===== src/rtl/pdeg_pkg.sv =====
package pdeg_pkg;
  // Register byte addresses
  localparam logic [7:0] PDEG_OFS_D_IN = 8'h00;
  localparam logic [7:0] PDEG_OFS_D_LAT = 8'h04;
  localparam logic [7:0] PDEG_OFS_D_DIR = 8'h08;
  localparam logic [7:0] PDEG_OFS_E_IN = 8'h0C;
  localparam logic [7:0] PDEG_OFS_E_LAT = 8'h10;
  localparam logic [7:0] PDEG_OFS_E_DIR = 8'h14;
  localparam logic [7:0] PDEG_OFS_ANA = 8'h18;
  // Field positions in third port input register
  localparam int PDEG_BIT_D_PU = 7;
  localparam int PDEG_BIT_E_PU = 6;
  // Reset values
  localparam logic [7:0] PDEG_RST_D_LAT = 8'h00;
  localparam logic [7:0] PDEG_RST_D_DIR = 8'hFF;
  localparam logic [2:0] PDEG_RST_E_LAT = 3'h0;
  localparam logic [2:0] PDEG_RST_E_DIR = 3'h7;
  localparam logic [2:0] PDEG_RST_ANA = 3'h0;
  localparam logic PDEG_RST_PU = 1'b0;
  localparam logic [31:0] PDEG_RST_PRDATA = 32'h0000_0000;
  // Override pin window on second port
  localparam int PDEG_OVR_LO = 3;
  localparam int PDEG_OVR_HI = 7;
endpackage : pdeg_pkg


===== src/rtl/pdeg_gpio.sv =====
`timescale 1ns/1ps
module pdeg_gpio #(
  parameter bit LARGE_PKG = 1'b1
) (
  // Clock and reset
  input wire logic i_clk,
  input wire logic i_rst_n,
  // APB slave
  input wire logic i_psel,
  input wire logic i_penable,
  input wire logic i_pwrite,
  input wire logic [7:0] i_paddr,
  input wire logic [31:0] i_pwdata,
  output logic [31:0] o_prdata,
  output logic o_pready,
  output logic o_pslverr,
  // Second port pins
  input wire logic [7:0] i_d_pin,
  output logic [7:0] o_d_pin,
  output logic [7:0] o_d_oe,
  output logic [7:0] o_d_pullup,
  // Second port peripheral override, pins 3 to 7
  input wire logic [4:0] i_d_ovr_en,
  input wire logic [4:0] i_d_ovr_oe,
  input wire logic [4:0] i_d_ovr_out,
  // Third port pins
  input wire logic [2:0] i_e_pin,
  output logic [2:0] o_e_pin,
  output logic [2:0] o_e_oe,
  output logic [2:0] o_e_pullup,
  output logic [2:0] o_e_analog
);
  import pdeg_pkg::*;

  logic [7:0] d_lat, next_d_lat, d_dir, next_d_dir;
  logic [2:0] e_lat, next_e_lat, e_dir, next_e_dir, ana, next_ana;
  logic d_pu, next_d_pu, e_pu, next_e_pu;
  logic [31:0] prdata, next_prdata;
  logic wr_en, rd_en, hit;
  logic [7:0] d_oe_gpio;

  function automatic logic pdeg_hit(input logic [7:0] a);
    pdeg_hit = (a == PDEG_OFS_D_IN) || (a == PDEG_OFS_D_LAT) || (a == PDEG_OFS_D_DIR)
      || (a == PDEG_OFS_E_IN) || (a == PDEG_OFS_E_LAT) || (a == PDEG_OFS_E_DIR)
      || (a == PDEG_OFS_ANA);
  endfunction : pdeg_hit

  assign hit = LARGE_PKG && pdeg_hit(i_paddr);
  assign wr_en = i_psel && i_penable && i_pwrite && hit;
  assign rd_en = i_psel && !i_penable && !i_pwrite;
  assign o_pready = 1'b1;
  assign o_pslverr = i_psel && i_penable && !hit;
  assign o_prdata = prdata;

  always_comb begin
    next_d_lat = d_lat;
    next_d_dir = d_dir;
    next_e_lat = e_lat;
    next_e_dir = e_dir;
    next_ana = ana;
    next_d_pu = d_pu;
    next_e_pu = e_pu;
    if (wr_en) begin
      case (i_paddr)
        PDEG_OFS_D_IN: next_d_lat = i_pwdata[7:0];
        PDEG_OFS_D_LAT: next_d_lat = i_pwdata[7:0];
        PDEG_OFS_D_DIR: next_d_dir = i_pwdata[7:0];
        PDEG_OFS_E_IN: begin
          next_e_lat = i_pwdata[2:0];
          next_e_pu = i_pwdata[PDEG_BIT_E_PU];
          next_d_pu = i_pwdata[PDEG_BIT_D_PU];
        end
        PDEG_OFS_E_LAT: next_e_lat = i_pwdata[2:0];
        PDEG_OFS_E_DIR: next_e_dir = i_pwdata[2:0];
        PDEG_OFS_ANA: next_ana = i_pwdata[2:0];
        default: next_ana = ana;
      endcase
    end
  end

  always_comb begin
    next_prdata = prdata;
    if (rd_en) begin
      next_prdata = 32'h0000_0000;
      if (hit) begin
        case (i_paddr)
          PDEG_OFS_D_IN: next_prdata[7:0] = i_d_pin;
          PDEG_OFS_D_LAT: next_prdata[7:0] = d_lat;
          PDEG_OFS_D_DIR: next_prdata[7:0] = d_dir;
          PDEG_OFS_E_IN: begin
            next_prdata[2:0] = i_e_pin & ana;
            next_prdata[PDEG_BIT_E_PU] = e_pu;
            next_prdata[PDEG_BIT_D_PU] = d_pu;
          end
          PDEG_OFS_E_LAT: next_prdata[2:0] = e_lat;
          PDEG_OFS_E_DIR: next_prdata[2:0] = e_dir;
          PDEG_OFS_ANA: next_prdata[2:0] = ana;
          default: next_prdata = 32'h0000_0000;
        endcase
      end
    end
  end

  always_ff @(posedge i_clk or negedge i_rst_n) begin
    if (!i_rst_n) begin
      d_lat <= PDEG_RST_D_LAT;
      d_dir <= PDEG_RST_D_DIR;
      e_lat <= PDEG_RST_E_LAT;
      e_dir <= PDEG_RST_E_DIR;
      ana <= PDEG_RST_ANA;
      d_pu <= PDEG_RST_PU;
      e_pu <= PDEG_RST_PU;
    end else begin
      d_lat <= next_d_lat;
      d_dir <= next_d_dir;
      e_lat <= next_e_lat;
      e_dir <= next_e_dir;
      ana <= next_ana;
      d_pu <= next_d_pu;
      e_pu <= next_e_pu;
    end
  end

  // Read data register
  always_ff @(posedge i_clk or negedge i_rst_n) begin
    if (!i_rst_n) begin
      prdata <= PDEG_RST_PRDATA;
    end else begin
      prdata <= next_prdata;
    end
  end

  // Pin drive
  always_comb begin
    d_oe_gpio = ~d_dir;
    o_d_pin = d_lat;
    o_d_oe = d_oe_gpio;
    for (int i = PDEG_OVR_LO; i <= PDEG_OVR_HI; i++) begin
      if (i_d_ovr_en[i - PDEG_OVR_LO]) begin
        o_d_oe[i] = i_d_ovr_oe[i - PDEG_OVR_LO];
        o_d_pin[i] = i_d_ovr_out[i - PDEG_OVR_LO];
      end
    end
    if (!LARGE_PKG) begin
      o_d_oe = 8'h00;
    end
  end
  assign o_d_pullup = (LARGE_PKG && d_pu) ? ~o_d_oe : 8'h00;
  assign o_e_pin = e_lat;
  assign o_e_oe = LARGE_PKG ? ~e_dir : 3'h0;
  assign o_e_pullup = (LARGE_PKG && e_pu) ? e_dir : 3'h0;
  assign o_e_analog = ~ana;

  // Checks
  e_drive_a: assert property (
    @(posedge i_clk) disable iff (!i_rst_n)
    $past(wr_en && i_paddr == PDEG_OFS_E_DIR)
    |-> o_e_oe == ~$past(i_pwdata[2:0])
  ) else $error("third port drive not following direction");

  e_latch_a: assert property (
    @(posedge i_clk) disable iff (!i_rst_n)
    $past(wr_en && (i_paddr == PDEG_OFS_E_LAT || i_paddr == PDEG_OFS_E_IN))
    |-> o_e_pin == $past(i_pwdata[2:0])
  ) else $error("third port pin not from latch");

  e_anaread_a: assert property (
    @(posedge i_clk) disable iff (!i_rst_n)
    rd_en && i_paddr == PDEG_OFS_E_IN
    |=> (o_prdata[2:0] & $past(o_e_analog)) == 3'h0
  ) else $error("analog pin read not zero");

  e_unimpl_a: assert property (
    @(posedge i_clk) disable iff (!i_rst_n)
    rd_en && i_paddr == PDEG_OFS_E_IN
    |=> o_prdata[5:3] == 3'h0
  ) else $error("unimplemented bits not zero");

  e_pullup_a: assert property (
    @(posedge i_clk) disable iff (!i_rst_n)
    (o_e_oe & o_e_pullup) == 3'h0
    && (o_d_oe & o_d_pullup) == 8'h00
  ) else $error("pull-up on while output");

  d_pullup_a: assert property (
    @(posedge i_clk) disable iff (!i_rst_n)
    !d_pu
    |-> o_d_pullup == 8'h00
  ) else $error("second port pull-up while disabled");

  d_ovr_a: assert property (
    @(posedge i_clk) disable iff (!i_rst_n)
    LARGE_PKG && i_d_ovr_en[0]
    |-> o_d_oe[3] == i_d_ovr_oe[0] && o_d_pin[3] == i_d_ovr_out[0]
  ) else $error("override not applied");

  d_ovr_hi_a: assert property (
    @(posedge i_clk) disable iff (!i_rst_n)
    LARGE_PKG && i_d_ovr_en[4]
    |-> o_d_oe[7] == i_d_ovr_oe[4] && o_d_pin[7] == i_d_ovr_out[4]
  ) else $error("top override pin not applied");

  lat_rmw_a: assert property (
    @(posedge i_clk) disable iff (!i_rst_n)
    $past(wr_en && i_paddr == PDEG_OFS_E_LAT) ##1 (rd_en && i_paddr == PDEG_OFS_E_LAT)
    |=> o_prdata[2:0] == $past(i_pwdata[2:0], 3)
  ) else $error("latch read not latch value");

  d_dir_a: assert property (
    @(posedge i_clk) disable iff (!i_rst_n)
    $past(wr_en && i_paddr == PDEG_OFS_D_DIR) && i_d_ovr_en == 5'h00
    |-> o_d_oe == ~$past(i_pwdata[7:0])
  ) else $error("second port drive wrong");

  d_lat_a: assert property (
    @(posedge i_clk) disable iff (!i_rst_n)
    $past(wr_en && (i_paddr == PDEG_OFS_D_IN || i_paddr == PDEG_OFS_D_LAT))
    && i_d_ovr_en == 5'h00 |-> o_d_pin == $past(i_pwdata[7:0])
  ) else $error("second port latch not written");

  d_rdpin_a: assert property (
    @(posedge i_clk) disable iff (!i_rst_n)
    rd_en && hit && i_paddr == PDEG_OFS_D_IN
    |=> o_prdata == {24'h00_0000, $past(i_d_pin)}
  ) else $error("second port read not pin levels");

  e_pu_en_a: assert property (
    @(posedge i_clk) disable iff (!i_rst_n)
    $past(wr_en && i_paddr == PDEG_OFS_E_IN)
    |-> o_e_pullup == ($past(i_pwdata[PDEG_BIT_E_PU]) ? ~o_e_oe : 3'h0)
  ) else $error("third port pull-up enable wrong");

  d_pu_en_a: assert property (
    @(posedge i_clk) disable iff (!i_rst_n)
    $past(wr_en && i_paddr == PDEG_OFS_E_IN)
    |-> o_d_pullup == ($past(i_pwdata[PDEG_BIT_D_PU]) ? ~o_d_oe : 8'h00)
  ) else $error("second port pull-up enable wrong");

  ana_wr_a: assert property (
    @(posedge i_clk) disable iff (!i_rst_n)
    $past(wr_en && i_paddr == PDEG_OFS_ANA)
    |-> o_e_analog == ~$past(i_pwdata[2:0])
  ) else $error("analog select not applied");

  rst_pull_a: assert property (
    @(posedge i_clk) disable iff (!i_rst_n)
    !$past(i_rst_n)
    |-> o_d_pullup == 8'h00 && o_e_pullup == 3'h0
  ) else $error("pull-ups on after reset");

  rst_pins_a: assert property (
    @(posedge i_clk) disable iff (!i_rst_n)
    !$past(i_rst_n) && i_d_ovr_en == 5'h00
    |-> o_d_oe == 8'h00 && o_e_oe == 3'h0
  ) else $error("pins driving after reset");

  rst_ana_a: assert property (
    @(posedge i_clk) disable iff (!i_rst_n)
    !$past(i_rst_n)
    |-> o_e_analog == 3'h7
  ) else $error("third port not analog after reset");

  rd_upper_a: assert property (
    @(posedge i_clk) disable iff (!i_rst_n)
    rd_en
    |=> o_prdata[31:8] == 24'h00_0000
  ) else $error("read data upper bits not zero");

  rd_hold_a: assert property (
    @(posedge i_clk) disable iff (!i_rst_n)
    !rd_en
    |=> $stable(o_prdata)
  ) else $error("read data changed without read");

  small_err_a: assert property (
    @(posedge i_clk) disable iff (!i_rst_n)
    !LARGE_PKG && i_psel && i_penable
    |-> o_pslverr
  ) else $error("small package access not refused");

  small_oe_a: assert property (
    @(posedge i_clk) disable iff (!i_rst_n)
    !LARGE_PKG
    |-> o_d_oe == 8'h00 && o_e_oe == 3'h0
  ) else $error("small package pins driving");

  wr_d_c: cover property (@(posedge i_clk) wr_en && i_paddr == PDEG_OFS_D_DIR);
  rd_e_c: cover property (@(posedge i_clk) rd_en && i_paddr == PDEG_OFS_E_IN);
  ovr_c: cover property (@(posedge i_clk) i_d_ovr_en != 5'h00);
  err_c: cover property (@(posedge i_clk) o_pslverr);
  ana_c: cover property (@(posedge i_clk) wr_en && i_paddr == PDEG_OFS_ANA);
endmodule : pdeg_gpio


===== config.mk =====
export PLATFORM = sky130hd
export DESIGN_NAME = pdeg_gpio
export DESIGN_NICKNAME = d
export VERILOG_FILES = /design/src/rtl/pdeg_pkg.sv /design/src/rtl/pdeg_gpio.sv
export SDC_FILE = /design/constraint.sdc
export NUM_CORES = 1
export LEC_CHECK = 0
export ABC_CLOCK_PERIOD_IN_PS = 1450
export BUFFER_PORTS_ARGS = -buffer_cell sky130_fd_sc_hd__buf_2
export CAP_MARGIN = 25
export CORE_ASPECT_RATIO = 1.75
export CORE_MARGIN = 2
export CORE_UTILIZATION = 39
export CTS_CLUSTER_DIAMETER = 120
export DETAILED_ROUTE_END_ITERATION = 8
export MAX_ROUTING_LAYER = met4
export PLACE_DENSITY = 0.89
export SETUP_SLACK_MARGIN = 0.4
export SLEW_MARGIN = 0
export SYNTH_ARGS = -nofsm -noshare
export SYNTH_HDL_FRONTEND = slang
export SYNTH_SLANG_ARGS = --single-unit
export TNS_END_PERCENT = 10

===== constraint.sdc =====
create_clock -name i_clk -period 1.45 [get_ports i_clk]
set_input_delay 0.2175 -clock i_clk [delete_from_list [all_inputs] [get_ports i_clk]]
set_output_delay 0.2175 -clock i_clk [all_outputs]
set_load 0.01 [all_outputs]

# Yosys cells after proc, flatten, opt, wreduce, memory -nomap -nowiden
# Index checks and enable logic that the tools add are counted.
[op_classes]
n_eq_ne = 6
n_mux = 16
n_bitwise = 5
n_reduce_logical = 24
[ops]
columns = ["op", "n"]
rows = [
  ["8-bit by 5-bit == test with 1-bit output, second input constant", 3],
  ["3-bit case mux with 7 select lines", 1],
  ["8-bit by 4-bit == test with 1-bit output, second input constant", 2],
  ["8-bit two-way mux", 2],
  ["8-bit NOT", 2],
  ["2-bit AND reduction", 6],
  ["1-bit two-way mux", 10],
  ["3-bit case mux with 3 select lines", 1],
  ["8-bit by 3-bit == test with 1-bit output, second input constant", 1],
  ["8-bit zero test", 1],
  ["2-bit case mux with 4 select lines", 1],
  ["1-bit logical AND", 6],
  ["1-bit logical OR", 6],
  ["3-bit NOT", 2],
  ["2-bit OR reduction", 2],
  ["3-bit AND", 1],
  ["1-bit zero test", 3],
  ["3-bit two-way mux", 1],
]
[totals]
ff_bits = 59
input_bits = 71
output_inout_bits = 70
word_cells = 59

# Logic depth before layout (Yosys ltp)
[depth]
word_depth = 9
ltp_mapped = 6
ltp_nobuf = 4

# Least setup slack after synthesis
# OpenSTA, ideal clock, no wires.
[synth_timing]
path_kind = "input to register"
from = "input i_paddr[1]"
to = "register ana[0]"
setup_time_ns = 0.125
t_arrival_ns = 1.912
required_time_ns = 1.325
slack_ns = -0.587
path_stages = 5
path_cell_list = "or4_1 > buf_2 > or3_4 > nor3_1 > mux2_2"
[synth_via]
elab_chain_len = 9
word_cells_on_any_way = 15
[synth_lines]
columns = ["item", "line", "rtl"]
rows = [
  ["from (decl)", "pdeg_gpio.sv:12", "input wire logic [7:0] i_paddr,"],
  ["8-bit by 3-bit == test with 1-bit output / 8-bit zero test (equally long branches)", "pdeg_gpio.sv:43", "pdeg_hit = (a == PDEG_OFS_D_IN) || (a == PDEG_OFS_D_LAT) || (a == PDEG_OFS_D_DIR)"],
  ["1-bit logical OR (2 in a row)", "pdeg_gpio.sv:43", ""],
  ["1-bit logical OR (3 in a row)", "pdeg_gpio.sv:44", "|| (a == PDEG_OFS_E_IN) || (a == PDEG_OFS_E_LAT) || (a == PDEG_OFS_E_DIR)"],
  ["1-bit logical OR", "pdeg_gpio.sv:45", "|| (a == PDEG_OFS_ANA);"],
  ["1-bit logical AND", "pdeg_gpio.sv:49", "assign wr_en = i_psel && i_penable && i_pwrite && hit;"],
  ["2-bit AND reduction (no source line) (*)", "n/a", ""],
  ["to (signal assigned)", "pdeg_gpio.sv:118", "ana <= next_ana;"],
  ["to (decl)", "pdeg_gpio.sv:36", "logic [2:0] e_lat, next_e_lat, e_dir, next_e_dir, ana, next_ana;"],
]
# Mark *: on every way between the ends. The rest lies on a longest branch, timed or not.
# A chain may end at the register's enable or synchronous reset.

# Worst setup path in the final report
[layout_timing]
from = "input i_paddr[1]"
to = "register d_dir[5]"
[layout_via]
elab_chain_len = 9
word_cells_on_any_way = 15
[layout_lines]
columns = ["item", "line", "rtl"]
rows = [
  ["8-bit by 3-bit == test with 1-bit output / 8-bit zero test (equally long branches)", "pdeg_gpio.sv:43", ""],
  ["1-bit logical OR (2 in a row)", "pdeg_gpio.sv:43", ""],
  ["1-bit logical OR (3 in a row)", "pdeg_gpio.sv:44", ""],
  ["1-bit logical OR", "pdeg_gpio.sv:45", ""],
  ["1-bit logical AND", "pdeg_gpio.sv:49", ""],
  ["2-bit AND reduction (no source line) (*)", "n/a", ""],
  ["to (signal assigned)", "pdeg_gpio.sv:115", "d_dir <= next_d_dir;"],
  ["to (decl)", "pdeg_gpio.sv:35", "logic [7:0] d_lat, next_d_lat, d_dir, next_d_dir;"],
]
# Marked as above.

==> run summary <==
cell-internal power: 1.526 mW
sequential cell area fraction in the yosys report: 39.59%
switching pwr: 0.5981 mW
RSZ-0062 raised after global routing: true
Yosys reg bits: 35
fmax: 0.5775 GHz
Nets: 402
Pwr per Cell Area: 645.4 mW/mm^2
crit-path max cell delay: 0.56 ns
H-tree depth: 2
I/O Buffers: 91
dpl hpwl: 4852 um
status: finished with violations
CTS tree: built
synth warn: 0
CTS Sinks: 35
final setup vio count: 31
Net Sw Frac: 28.16%
core area: 0.005585 sq mm
DR vias/cell: 5.115
largest net degree at the start of global routing: 28
adder-cell area share of the yosys netlist: 0%
Routed Wire Length: 6524 um
crit start category: input pin
clock buffer depth: 2
Inst Count DP: 399
initial antenna violation count: 0
via count: 2087
slowest CP cell: or4_4
Placement Rows: 36
die extent in y: 104.4 um
crit-path cells: buf_6 > or4_4 > or3_4 > nor3_4 > buf_12 > mux2_2
First DRT Iteration DRCs: 60
gr usage total: 21.32%
# diodes: 0
first-pass GRT wire length: 10160 um
Remaining Overflow, GRT: 0
clk root buf: clkbuf_8
clk slew on worst S/H paths: 0.08 ns
die area: 0.006409 sq mm
vias in the first global route: 2073
post-synthesis mux area share: 20.88%
minimum clock period: 1.732 ns
critical path class: in2reg
mapped cell area: 0.002247 sq mm
area grow syn2layout: 46.44%
data arrival time of the critical path: 1.95 ns
DRC errors left: 0
most frequent cells in the layout: 69 x buf_2, 30 x buf_6, 25 x conb_1, 24 x dfrtp_1, 22 x buf_4
Post-synth EDFFs: 0
most common cell after layout, fill and taps aside: buf_2
Hold Vio Cnt, Final: 0
router iterations before antenna repair: 4
Leak: 1.597 nW
Initial Util: 40.23%
Required @ worst endpoint: 1.67 ns
layout cells sized above 1: 61.75%
Synth Area in XOR/XNOR: 0%
Crit. End Element: register
fin. max-slew vios: 0
Final WS setup: -0.2816 ns
IO Pins: 141
Die W: 61.38 um
post-synth cell types: 39
Layout Skew: 0.005149 ns
commonest register cell after synthesis: dfrtp_1
Post-synth ARST share: 100.0%
Final Cycle Share: 119.4%
post-synthesis compound-gate area fraction: 11.75%
utilization after layout: 58.92%
sequential share of power: 47.5%
Simple-Gate Fraction of Synth Area: 14.70%
failing checks: negative setup slack
Syn Area/Cell: 10.45 sq um
Post-Syn Instances: 215
worst-path maximum fanout: 8
clk_lat worst skew: 0.29 ns
Routed WL per cell: 15.99 um
Antenna Violating Nets Remaining: 0
Comb power frac: 19.4%
Min-Delay Path Class: in2reg
CTS Buf Count: 5
pre-CTS WS: -0.6076 ns
maximum VDD drop: 0.5808 mV
main combinational cell family by area after synthesis: multiplexers
Layout Cells excl Fill: 408
max cap viols: 0
GP Congestion: 0.8584
clock power share: 33.1%
worst paths after layout:
kind                       depth (start not counted)  slack [ns]           to   startpoint
setup / recovery                                   6       -0.28     d_dir[5]   i_paddr[1]
hold / removal                                     2        0.18     d_lat[4]  i_pwdata[4]
setup reg to reg                                   4       -0.08  o_prdata[0]   o_e_pin[0]
hold reg to reg                                    2        0.48  o_prdata[4]  o_prdata[4]
max in group asynchronous                          3        0.57     e_dir[0]      i_rst_n
min in group asynchronous                          2        0.37       ana[0]      i_rst_n
what timing repair did:
action	CTS	global route
gates resized for setup	57	18
setup endpoints to repair	72	84
hold buffers	1	0
pin swaps	17	11
hold endpoints to repair	13	0
buffers inserted	0	0
cell usage after synthesis, types with 3 or more instances:
| cell | instances | area [sq um] |
|---|---|---|
| nand2_1 | 18 | 67.56 |
| and2_1 | 6 | 37.54 |
| a31o_2 | 3 | 26.28 |
| o211ai_1 | 3 | 22.52 |
| mux2i_1 | 3 | 30.03 |
| a22o_1 | 3 | 26.28 |
| a32o_1 | 4 | 40.04 |
| o21ai_0 | 10 | 50.05 |
| inv_1 | 10 | 37.54 |
| mux2_2 | 29 | 326.6 |
| clkbuf_1 | 7 | 26.28 |
| o31ai_1 | 3 | 22.52 |
| buf_4 | 28 | 210.2 |
| nand3_1 | 5 | 25.02 |
| mux4_2 | 5 | 112.6 |
| a21oi_1 | 4 | 20.02 |
| nor2_1 | 4 | 15.01 |
| nor2b_1 | 10 | 62.56 |
| dfrtp_1 | 24 | 600.6 |
| dfstp_2 | 11 | 289.0 |
routing by layer:
metal	wire, um	GRT usage (%)	up-vias
li1	-	-	948
met1	2460	24.20	1024
met2	3470	35.11	90
met3	303	2.612	25
met4	289	11.09	0
met5	0	-	-
critical path, delay by kind of cell:
family	cells	cell delay [ns]
simple gates	3	1.15
mux	1	0.34
buf+inv	2	0.24
stage by stage:
stage          total power, mW  hold WS, ns  setup TNS [ns]  instance area [sq um]
2_1_floorplan            1.253     -0.07809          -14.22                   2362
3_3_place_gp             1.366       0.1769          -16.08                   2910
3_5_place_dp             1.376       0.1849          -17.42                   2910
4_1_cts                  2.106       0.1685          -6.517                   3222
5_1_grt                  2.201       0.1836          -7.431                   3291
6_report                 2.124       0.1809          -6.450                   3291
cell families (layout without fill, tap and decap cells):
| kind of cell | after synthesis | in the layout |
|---|---|---|
| AOI/OAI and AO/OA | 36 | 36 |
| buffers and inverters | 48 | 142 |
| DFF | 35 | 35 |
| muxes | 37 | 37 |
| other | 2 | 25 |
| and+or+nand+nor | 57 | 57 |
power by group through the flow:
stage	sequential [mW]	clock [mW]	combinational, mW
floorplan	1.02	0	0.233
global placement	1.02	0	0.343
detailed placement	1.02	0	0.353
CTS	1.01	0.701	0.398
global route	1.01	0.741	0.450
finish	1.01	0.703	0.413
sequential cells by signal, summed over array words and instances, names as in the netlist:
| signal | flops |
|---|---|
| d_dir | 8 |
| d_lat | 8 |
| o_prdata | 8 |
| ana | 3 |
| e_dir | 3 |
| o_e_pin | 3 |
| d_pu | 1 |
| e_pu | 1 |
final cells by class:
class                      instances  area, sq um
fill                             449         2295
clock inverter                     2        12.51
multi-input combinational        155         1297
inverter                          10        37.54
sequential                        35        889.6
tap                               76        95.09
clock buffer                       6        72.57
timing repair buffer             124        885.9
Power figures use the tool's default switching activity.
